<file path="config.mk">
export PLATFORM = sky130hd
export DESIGN_NAME = processor_flags
export DESIGN_NICKNAME = d
export VERILOG_FILES = /design/src/status_pkg.sv /design/src/flag_alu.sv /design/src/processor_flags.sv
export SDC_FILE = /design/constraint.sdc
export NUM_CORES = 1
export LEC_CHECK = 0
export BUFFER_PORTS_ARGS = -buffer_cell sky130_fd_sc_hd__buf_2
export CELL_PAD_IN_SITES_DETAIL_PLACEMENT = 2
export CELL_PAD_IN_SITES_GLOBAL_PLACEMENT = 2
export CORE_MARGIN = 2
export CORE_UTILIZATION = 30
export DETAILED_ROUTE_END_ITERATION = 8
export PLACE_DENSITY_LB_ADDON = 0.1
export SLEW_MARGIN = 10
export SYNTH_ARGS = -nofsm -noshare
export SYNTH_HDL_FRONTEND = slang
export SYNTH_HIERARCHICAL = 1
export SYNTH_SLANG_ARGS = --single-unit
</file>
<file path="constraint.sdc">
create_clock -name clock_in -period 6.75 [get_ports clock_in]
set_clock_uncertainty 0.05 [all_clocks]
set_input_delay 0.3375 -clock clock_in [delete_from_list [all_inputs] [get_ports clock_in]]
set_output_delay 0.3375 -clock clock_in [all_outputs]
set_load 0.1 [all_outputs]
</file>
<file path="src/status_pkg.sv">
// constants and types for the processor flags register block
package status_pkg;
  localparam logic [4:0] ADDR_FLAGS = 5'h00;
  localparam logic [4:0] ADDR_ALU_OPS = 5'h04;
  localparam logic [4:0] ADDR_EVT_CMD = 5'h08;
  localparam logic [4:0] ADDR_IRQ_STATUS = 5'h0c;
  localparam logic [4:0] ADDR_IRQ_ENABLE = 5'h10;
  localparam int BIT_CARRY = 0;
  localparam int BIT_DIGIT = 1;
  localparam int BIT_ZERO = 2;
  localparam int BIT_POWER_DOWN = 3;
  localparam int BIT_TIMEOUT = 4;
  localparam int BIT_BANK_LOW = 5;
  localparam int BIT_BANK_HIGH = 6;
  localparam int BIT_IND_BANK = 7;
  localparam logic [7:0] FLAGS_RESET = 8'h18;
  localparam int EVT_CLRWD = 0;
  localparam int EVT_HALT = 1;
  localparam int EVT_EXPIRE = 2;
  localparam logic [2:0] IRQ_RESET = 3'h0;
  typedef enum logic [2:0] {
    OP_NONE, OP_ADD, OP_SUB, OP_AND, OP_OR, OP_XOR, OP_ROT_RIGHT, OP_ROT_LEFT
  } alu_op_t;
  typedef enum logic [1:0] {BUS_IDLE, BUS_ACK} bus_state_t;
endpackage : status_pkg

</file>
<file path="src/flag_alu.sv">
// arithmetic unit producing result and zero, digit carry and carry flags
`timescale 1ns/1ps
module flag_alu (
  input wire status_pkg::alu_op_t op_in,
  input wire logic [7:0] a_in,
  input wire logic [7:0] b_in,
  input wire logic carry_in,
  output logic [7:0] result_out,
  output logic zero_out,
  output logic digit_out,
  output logic carry_out,
  output logic arith_out,
  output logic rotate_out
);
  import status_pkg::*;
  logic [8:0] sum;
  logic [4:0] nib;
  logic [7:0] b_eff;
  logic sub;
  always_comb begin
    // inverted operand plus one keeps the nibble carry right when the low nibble is zero
    sub = (op_in == OP_SUB);
    b_eff = sub ? ~b_in : b_in;
    sum = {1'b0, a_in} + {1'b0, b_eff} + {8'h00, sub};
    nib = {1'b0, a_in[3:0]} + {1'b0, b_eff[3:0]} + {4'h0, sub};
    arith_out = (op_in == OP_ADD) || (op_in == OP_SUB);
    rotate_out = (op_in == OP_ROT_RIGHT) || (op_in == OP_ROT_LEFT);
    digit_out = nib[4];
    carry_out = sum[8];
    case (op_in)
      OP_ADD, OP_SUB: result_out = sum[7:0];
      OP_AND: result_out = a_in & b_in;
      OP_OR: result_out = a_in | b_in;
      OP_XOR: result_out = a_in ^ b_in;
      OP_ROT_RIGHT: begin
        result_out = {carry_in, a_in[7:1]};
        carry_out = a_in[0];
      end
      OP_ROT_LEFT: begin
        result_out = {a_in[6:0], carry_in};
        carry_out = a_in[7];
      end
      default: result_out = 8'h00;
    endcase
    zero_out = (result_out == 8'h00);
  end
endmodule : flag_alu

</file>
<file path="src/processor_flags.sv">
// processor flags register with wishbone slave and event interrupt
//
// Local design decisions: the placing of the registers and the Wishbone interface to the registers.
`timescale 1ns/1ps
module processor_flags (
  input wire logic clock_in,
  input wire logic sys_rst_in,
  input wire logic wb_cyc_in,
  input wire logic wb_stb_in,
  input wire logic wb_we_in,
  input wire logic [4:0] wb_adr_in,
  input wire logic [31:0] wb_dat_in,
  input wire logic [3:0] wb_sel_in,
  output logic [31:0] wb_dat_out,
  output logic wb_ack_out,
  input wire logic watchdog_clear_instruction_in,
  input wire logic halt_instruction_in,
  input wire logic watchdog_expiry_in,
  input wire logic [7:0] direct_addr_in,
  output logic [7:0] bank_addr_out,
  output logic [7:0] alu_result_out,
  output logic irq_out
);
  import status_pkg::*;

  // every register of the block lives in this one struct
  typedef struct packed {
    logic [7:0] flags;
    logic [7:0] alu_a;
    logic [7:0] alu_b;
    alu_op_t alu_op;
    logic [7:0] result;
    logic [2:0] irq_stat;
    logic [2:0] irq_en;
    logic [31:0] rdata;
    bus_state_t bus;
  } state_t;

  localparam state_t STATE_RESET = '{
    flags: FLAGS_RESET,
    alu_a: 8'h00,
    alu_b: 8'h00,
    alu_op: OP_NONE,
    result: 8'h00,
    irq_stat: IRQ_RESET,
    irq_en: IRQ_RESET,
    rdata: 32'h00000000,
    bus: BUS_IDLE
  };

  state_t state_reg;
  state_t state_next;

  // alu outputs
  logic [7:0] res;
  logic z_f;
  logic digit_f;
  logic c_f;
  logic arith;
  logic rot;

  // bus decode
  logic req;
  logic wr_lane;
  logic rd_req;
  logic hit_flags;
  logic hit_alu;
  logic hit_evt;
  logic hit_stat;
  logic hit_en;
  logic [31:0] rd_word;

  // event sources
  logic [2:0] hw_evt;
  logic [2:0] sw_evt;
  logic [2:0] evt;

  // staged flag values
  logic [7:0] flags_sw;
  logic [7:0] flags_alu;
  logic [7:0] flags_evt;
  logic [2:0] stat_clr;

  flag_alu u_alu (
    .op_in(state_reg.alu_op),
    .a_in(state_reg.alu_a),
    .b_in(state_reg.alu_b),
    .carry_in(state_reg.flags[BIT_CARRY]),
    .result_out(res),
    .zero_out(z_f),
    .digit_out(digit_f),
    .carry_out(c_f),
    .arith_out(arith),
    .rotate_out(rot)
  );

  // a request is taken only while no ack is outstanding
  always_comb begin
    req = wb_cyc_in && wb_stb_in && (state_reg.bus == BUS_IDLE);
    wr_lane = req && wb_we_in && wb_sel_in[0];
    rd_req = req && !wb_we_in;
    hit_flags = (wb_adr_in == ADDR_FLAGS);
    hit_alu = (wb_adr_in == ADDR_ALU_OPS);
    hit_evt = (wb_adr_in == ADDR_EVT_CMD);
    hit_stat = (wb_adr_in == ADDR_IRQ_STATUS);
    hit_en = (wb_adr_in == ADDR_IRQ_ENABLE);
  end

  // pin pulses and the software event command share one path
  always_comb begin
    hw_evt = 3'h0;
    hw_evt[EVT_CLRWD] = watchdog_clear_instruction_in;
    hw_evt[EVT_HALT] = halt_instruction_in;
    hw_evt[EVT_EXPIRE] = watchdog_expiry_in;
    sw_evt = 3'h0;
    if (wr_lane && hit_evt) begin
      sw_evt = wb_dat_in[2:0];
    end
    evt = hw_evt | sw_evt;
  end

  // software write: timeout and power-down are held
  always_comb begin
    flags_sw = state_reg.flags;
    if (wr_lane && hit_flags) begin
      flags_sw[BIT_IND_BANK] = wb_dat_in[BIT_IND_BANK];
      flags_sw[BIT_BANK_HIGH] = wb_dat_in[BIT_BANK_HIGH];
      flags_sw[BIT_BANK_LOW] = wb_dat_in[BIT_BANK_LOW];
      flags_sw[BIT_ZERO] = wb_dat_in[BIT_ZERO];
      flags_sw[BIT_DIGIT] = wb_dat_in[BIT_DIGIT];
      flags_sw[BIT_CARRY] = wb_dat_in[BIT_CARRY];
    end
  end

  // an op result overrides a concurrent write to the result flags that op updates
  always_comb begin
    flags_alu = flags_sw;
    if (state_reg.alu_op != OP_NONE) begin
      if (!rot) begin
        flags_alu[BIT_ZERO] = z_f;
      end
      if (arith) begin
        flags_alu[BIT_DIGIT] = digit_f;
      end
      if (arith || rot) begin
        flags_alu[BIT_CARRY] = c_f;
      end
    end
  end

  // later lines win: clear-watchdog over halt over expiry
  always_comb begin
    flags_evt = flags_alu;
    if (evt[EVT_EXPIRE]) begin
      flags_evt[BIT_TIMEOUT] = 1'b0;
    end
    if (evt[EVT_HALT]) begin
      flags_evt[BIT_TIMEOUT] = 1'b1;
      flags_evt[BIT_POWER_DOWN] = 1'b0;
    end
    if (evt[EVT_CLRWD]) begin
      flags_evt[BIT_TIMEOUT] = 1'b1;
      flags_evt[BIT_POWER_DOWN] = 1'b1;
    end
  end

  // write one to clear
  always_comb begin
    stat_clr = 3'h0;
    if (wr_lane && hit_stat) begin
      stat_clr = wb_dat_in[2:0];
    end
  end

  // unmapped and write-only offsets read as zero
  always_comb begin
    case (wb_adr_in)
      ADDR_FLAGS: begin
        rd_word = {24'h000000, state_reg.flags};
      end
      ADDR_ALU_OPS: begin
        rd_word = {24'h000000, state_reg.result};
      end
      ADDR_IRQ_STATUS: begin
        rd_word = {29'h0000000, state_reg.irq_stat};
      end
      ADDR_IRQ_ENABLE: begin
        rd_word = {29'h0000000, state_reg.irq_en};
      end
      default: begin
        rd_word = 32'h00000000;
      end
    endcase
  end

  always_comb begin
    state_next = state_reg;
    state_next.flags = flags_evt;
    // an op acts in the one cycle after its write
    state_next.alu_op = OP_NONE;
    if (wr_lane && hit_alu) begin
      state_next.alu_a = wb_dat_in[7:0];
      state_next.alu_b = wb_dat_in[15:8];
      state_next.alu_op = alu_op_t'(wb_dat_in[18:16]);
    end
    if (state_reg.alu_op != OP_NONE) begin
      state_next.result = res;
    end
    // a new event beats a clear in the same cycle, so no event is lost
    state_next.irq_stat = (state_reg.irq_stat & ~stat_clr) | evt;
    if (wr_lane && hit_en) begin
      state_next.irq_en = wb_dat_in[2:0];
    end
    if (rd_req) begin
      state_next.rdata = rd_word;
    end
    case (state_reg.bus)
      BUS_IDLE: begin
        if (req) begin
          state_next.bus = BUS_ACK;
        end
      end
      BUS_ACK: begin
        // ack lasts one cycle; a request still held then is not taken twice
        state_next.bus = BUS_IDLE;
      end
      default: begin
        state_next.bus = BUS_IDLE;
      end
    endcase
  end

  always_ff @(posedge clock_in or posedge sys_rst_in) begin
    if (sys_rst_in) begin
      state_reg <= STATE_RESET;
    end else begin
      state_reg <= state_next;
    end
  end

  assign wb_ack_out = (state_reg.bus == BUS_ACK);
  assign wb_dat_out = state_reg.rdata;
  // bank select high is not decoded; software keeps it clear
  assign bank_addr_out = {state_reg.flags[BIT_BANK_LOW], direct_addr_in[6:0]};
  assign alu_result_out = state_reg.result;
  assign irq_out = |(state_reg.irq_stat & state_reg.irq_en);
endmodule : processor_flags

</file>
==> flow_metrics.env, run 1 <==
export IMPL_drc=0
export IMPL_clkTransAtPathRegs_ps=70
export IMPL_drt_total_wl_um=10300
export IMPL_status="complete, no violations"
export IMPL_largest_reg_flops=31
export IMPL_arrival_ps=4220
export IMPL_hpwl_um=7700
export IMPL_clk_latency_ps=300
export IMPL_std_cell_rows=41
export IMPL_ioPinCount=107
export IMPL_tightest_slew_ps=1130
export IMPL_power_frac_comb_pct=20.5
export IMPL_gp_congestion=0.796
export IMPL_drive_gt1_share_pct=28.3
export IMPL_root_buffer="clkbuf_16"
export IMPL_fill_cells=1392
export IMPL_slew_viol_final=0
export IMPL_drt_first_pass_iters=4
export IMPL_p_clk_share_pct=36.0
export IMPL_synth_seq_cells=50
export IMPL_hold_path_class="primary input to asynchronous set/reset pin"
export IMPL_initial_core_util_pct=30.6
export IMPL_viasPerCell=4.87
export IMPL_cts_path_max_buffers=2
export IMPL_die_y_um=117
export IMPL_crit_path_max_fanout=24
export IMPL_synthFlopType="dfrtp_1"
export IMPL_yosysTopAreaCellShare_pct=31.2
export IMPL_startpoint_type="register"
export IMPL_area_growth_pct=7.48
export IMPL_syn_area_per_cell_um2=10.1
export IMPL_final_antenna_net_count=0
export IMPL_syn_cell_area_um2=3850
export IMPL_drv_cap=0
export IMPL_die_area_um2=13700
export IMPL_grt_pass1_wl_um=16100
export IMPL_yosysTopAreaCell="dfrtp_1"
export IMPL_netlist_top_cells_area="dfrtp_1 (31%), buf_4 (9.6%), mux2_2 (9.4%), ha_1 (8.1%), mux2i_1 (3.6%)"
export IMPL_synth_most_common_cell="buf_4"
export IMPL_synth_edff_count=0
export IMPL_powerDensity_nw_per_um2=176
export IMPL_synthTopCellsByCount="buf_4 (49), dfrtp_1 (48), mux2_2 (32)"
export IMPL_yosysUniqueCellTypes=62
export IMPL_dr_total_vias=2801
export IMPL_antenna_found_initial=0
export IMPL_required_ps=6930
export IMPL_die_x_um=117
export IMPL_fin_crit_sh_pct=59.9
export IMPL_cts_resized=0
export IMPL_io_buffers=51
export IMPL_coreArea_um2=12600
export IMPL_placed_area_um2=3990
export IMPL_internal_power_mw=0.480
export IMPL_ir_drop_uv=82.3
export IMPL_p_seq_share_pct=43.6
export IMPL_grt_pass1_vias=3001
export IMPL_yosys_warnings=6
export IMPL_fin_area_um2=4140
export IMPL_max_freq_ghz=0.247
export IMPL_drtIter0Drc=114
export IMPL_htreeDepth=2
export IMPL_critical_path_class="register to register"
export IMPL_setup_tns_ps=0
export IMPL_power_switching_mw=0.249
export IMPL_grt_overflow_total=0
export IMPL_grt_usage_pct=15.6
export IMPL_clock_sinks=50
export IMPL_timing_slew_headroom_pct=24.2
export IMPL_tritoncts="yes"
export IMPL_cts_buffers=5
export IMPL_finalHoldViolations=0
export IMPL_wire_per_inst_um=17.9
export IMPL_post_cts_buffers=0
export IMPL_ys_seq_area_share_pct=32.6
export IMPL_fin_nets=485
export IMPL_insertedDiodeCount=0
export IMPL_setup_violations=0
export IMPL_rsz0062_at_grt="false"
export IMPL_grt_max_degree=51
export IMPL_postCtsHoldBufs=0
export IMPL_fin_crit_ps=4040
export IMPL_leakage_nw=2.03
export IMPL_synth_async_sr_flop_share_pct=100
export IMPL_critical_path_endpoint_type="register"
export IMPL_swShare_pct=34.2
export IMPL_syn_inst=381
-- placed cells by master, fill, tap and decap left out, types with 6 or more instances in the layout --
master   netlist  layout
buf_4         49       6
nor2_1         7       7
xnor2_1       11      11
buf_2          3      51
ha_1          25      25
inv_1         30      29
conb_1         1      24
dfrtp_1       48      48
mux2i_1       14      14
mux2_2        32      32
a22o_1         7       7
nand2_1       18      18
a21oi_1        8       8
o21ai_0       13      13
-- cell families after synthesis --
| kind of cell | after synthesis | share of synthesized area, % |
|---|---|---|
| XOR/XNOR | 12 | 2.73 |
| multiplexers | 52 | 15.9 |
| adder cells (fa/ha/maj) | 26 | 8.65 |
| AND/OR/NAND/NOR | 78 | 12.2 |
| other | 1 | 0.0975 |
| flip-flops | 50 | 32.6 |
| AO/OA/AOI/OAI | 66 | 12.8 |
| buffers and inverters | 96 | 15.0 |
-- routing by layer --
| layer | GRT usage [%] | up-vias | routed length [um] |
|---|---|---|---|
| met5 | 0 | - | 0 |
| met4 | 3.84 | 0 | 102 |
| met3 | 2.99 | 6 | 410 |
| met2 | 27.5 | 60 | 5060 |
| met1 | 19.7 | 1413 | 4700 |
| li1 | - | 1322 | - |
-- path summary, 6_finish.rpt --
path                                from       endpoint  slack [ps]  cells past startpoint
min                           sys_rst_in  state_reg[56]         170                      3
min in group clock_in      wb_dat_in[18]  state_reg[50]         190                      2
max                        state_reg[49]  state_reg[69]        2710                     13
max in group asynchronous     sys_rst_in  state_reg[60]        6010                      3
max reg2reg                state_reg[49]  state_reg[69]        2710                     13
min reg2reg                wb_dat_out[4]  wb_dat_out[4]         440                      2
-- power groups by stage --
| stage | combinational [mW] | clock, mW | sequential (mW) |
|---|---|---|---|
| floorplan | 0.151 | 0 | 0.322 |
| global placement | 0.147 | 0 | 0.324 |
| detailed placement | 0.150 | 0 | 0.324 |
| CTS | 0.151 | 0.276 | 0.318 |
| global route | 0.160 | 0.281 | 0.319 |
| finish | 0.149 | 0.262 | 0.317 |
-- critical path: stages (launching register included) --
cell and delay (ps):
dfrtp_1 320, buf_4 280, nor3b_2 960, xnor2_1 250, inv_1 100, fa_1 440
nor2b_1 190, o21ai_0 140, nand2_1 140, o211ai_1 160, or4_1 540, nor4_2 160
nor3_1 80, a31oi_1 130
-- metrics by stage --
stage	cells	hold WS [ps]	utilization, %	setup slack, ps	total power [mW]
after floorplan	404	351	-	3600	0.473
after global placement	567	408	31.7	2710	0.470
after detailed placement	567	430	31.7	2620	0.474
after CTS	575	180	32.9	2590	0.745
after global routing	575	194	32.9	2250	0.759
final	575	170	32.9	2710	0.729
-- layout make-up --
type	count	area, um^2	area share [%]
inverter	30	113	2.72
clock buffer	5	125	3.03
timing repair buffer	57	300	7.26
sequential	50	1250	30.3
multi-input combinational	258	2110	51.0
clock inverter	3	21.3	0.514
tap	172	215	5.20
(Power assumes the default switching activity.)
==> run 2, diff against run 1 <==
Settings changed: CORE_UTILIZATION 30 to 29.
Clock period 6.75 ns to 3.4 ns, I/O delays scaled along.
==> flow_metrics.env, run 2 (synthesis gave the netlist of run 1 again) <==
export IMPL_tightest_slew_ps=783
export IMPL_cts_buffers=5
export IMPL_insertedDiodeCount=0
export IMPL_htreeDepth=2
export IMPL_required_ps=3580
export IMPL_drt_total_wl_um=10400
export IMPL_io_buffers=51
export IMPL_drtIter0Drc=103
export IMPL_cts_path_max_buffers=2
export IMPL_utilization_pct=32.1
export IMPL_drv_cap=0
export IMPL_slew_viol_final=0
export IMPL_final_common_cell="buf_2"
export IMPL_final_antenna_net_count=0
export IMPL_viasPerCell=4.77
export IMPL_dr_total_vias=2791
export IMPL_die_area_um2=14200
export IMPL_arrival_ps=3300
export IMPL_fin_cells=585
export IMPL_post_cts_buffers=0
export IMPL_reg2reg_depth=11
export IMPL_timing_slew_headroom_pct=46.5
export IMPL_ioPinCount=107
export IMPL_startpoint_type="register"
export IMPL_status="complete, no violations"
export IMPL_clk_latency_ps=300
export IMPL_critPathMaxStageDelay_ps=560
export IMPL_coreArea_um2=13100
export IMPL_tritoncts="yes"
export IMPL_drc=0
export IMPL_die_x_um=119
export IMPL_critical_path_class="register to register"
export IMPL_initial_core_util_pct=29.4
export IMPL_powerDensity_nw_per_um2=346
export IMPL_ir_drop_uv=189
export IMPL_crit_path_max_fanout=4
export IMPL_dp_cells=576
export IMPL_leakage_nw=2.05
export IMPL_setup_violations=0
export IMPL_clock_sinks=50
export IMPL_std_cell_rows=42
export IMPL_setup_tns_ps=0
export IMPL_grt_pass1_wl_um=17000
export IMPL_grt_max_degree=32
export IMPL_drt_first_pass_iters=4
export IMPL_grt_overflow_total=0
export IMPL_gp_congestion=0.764
export IMPL_max_freq_ghz=0.320
export IMPL_hpwl_um=7880
export IMPL_hold_path_class="primary input to register"
export IMPL_area_growth_pct=9.24
export IMPL_antenna_found_initial=0
export IMPL_crit_chain="nor3b_4 -> xnor2_1 -> ha_1 -> and3b_1 -> a221oi_4 -> xor2_1 -> o21ai_1 -> or4_1 -> nor4_2 -> nor3_1 -> a31oi_1"
export IMPL_drive_gt1_share_pct=29.3
export IMPL_rsz0062_at_grt="false"
export IMPL_root_buffer="clkbuf_16"
export IMPL_hold_depth=2
export IMPL_fin_nets=491
export IMPL_cp_slowest_cell="or4_1"
export IMPL_grt_pass1_vias=3067
export IMPL_wire_per_inst_um=17.8
export IMPL_largest_reg_flops=31
export IMPL_die_y_um=119
export IMPL_fin_crit_sh_pct=91.9
export IMPL_grt_usage_pct=15.3
export IMPL_layout_common_cells="buf_2 (51), dfrtp_1 (48), mux2_2 (32)"
export IMPL_clkTransAtPathRegs_ps=80
export IMPL_critical_path_endpoint_type="register"
export IMPL_fin_crit_ps=3120
export IMPL_finalHoldViolations=0
run 2: report_power, final:
part / internal (mW) / total (mW) / switching [mW] / leakage (nW)
Combinational: 0.0689 / 0.297 / 0.228 / 1.33
Sequential: 0.612 / 0.631 / 0.0187 / 0.657
Clock: 0.276 / 0.525 / 0.249 / 0.0664
run 2: final timing paths:
path | start | endpoint | slack [ps]
worst min register to register | wb_dat_out[7] | wb_dat_out[7] | 430
worst max-delay path | state_reg[50] | state_reg[69] | 280
worst min-delay path | halt_instruction_in | flags_alu[3] | 20
max in group asynchronous | sys_rst_in | flags_alu[3] | 2010
min in group asynchronous | sys_rst_in | wb_dat_out[1] | 490
worst max register to register | state_reg[50] | state_reg[69] | 280
run 2: area by class of cell:
type	count	area, um^2
clock buffer	5	125
clock inverter	3	23.8
fill	1452	8880
inverter	30	113
multi-input combinational	258	2120
sequential	50	1250
tap	176	220
timing repair buffer	63	352
run 2: per-stage QoR:
step	worst slack, ps	power [mW]	cell area [um^2]	hold slack [ps]
floorplan	245	0.940	3930	183
global placement	234	0.936	4030	281
detailed placement	228	0.941	4030	287
CTS	203	1.48	4190	11.2
global route	60.2	1.52	4200	28.6
finish	275	1.45	4200	18.3
run 2: repair_timing:
item,in CTS,in global routing
setup endpoints to repair,0,1
resized for setup,0,3
hold endpoints to repair,29,0
hold buffers,1,0
run 2: critical path: cells and delay by family, from the launching register on:
kind | cells | cell delay (ps)
AOI/OAI and AO/OA | 3 | 600
xor gates and xnor gates | 2 | 340
adders and majority gates | 1 | 320
DFF | 1 | 410
and+or+nand+nor | 5 | 1340
run 2: per-layer routing:
layer  wire length [um]  global-route usage, %
met5                  0                      0
met3                370                   2.73
met4                 95                   3.57
met2               5190                   26.6
met1               4740                   19.7
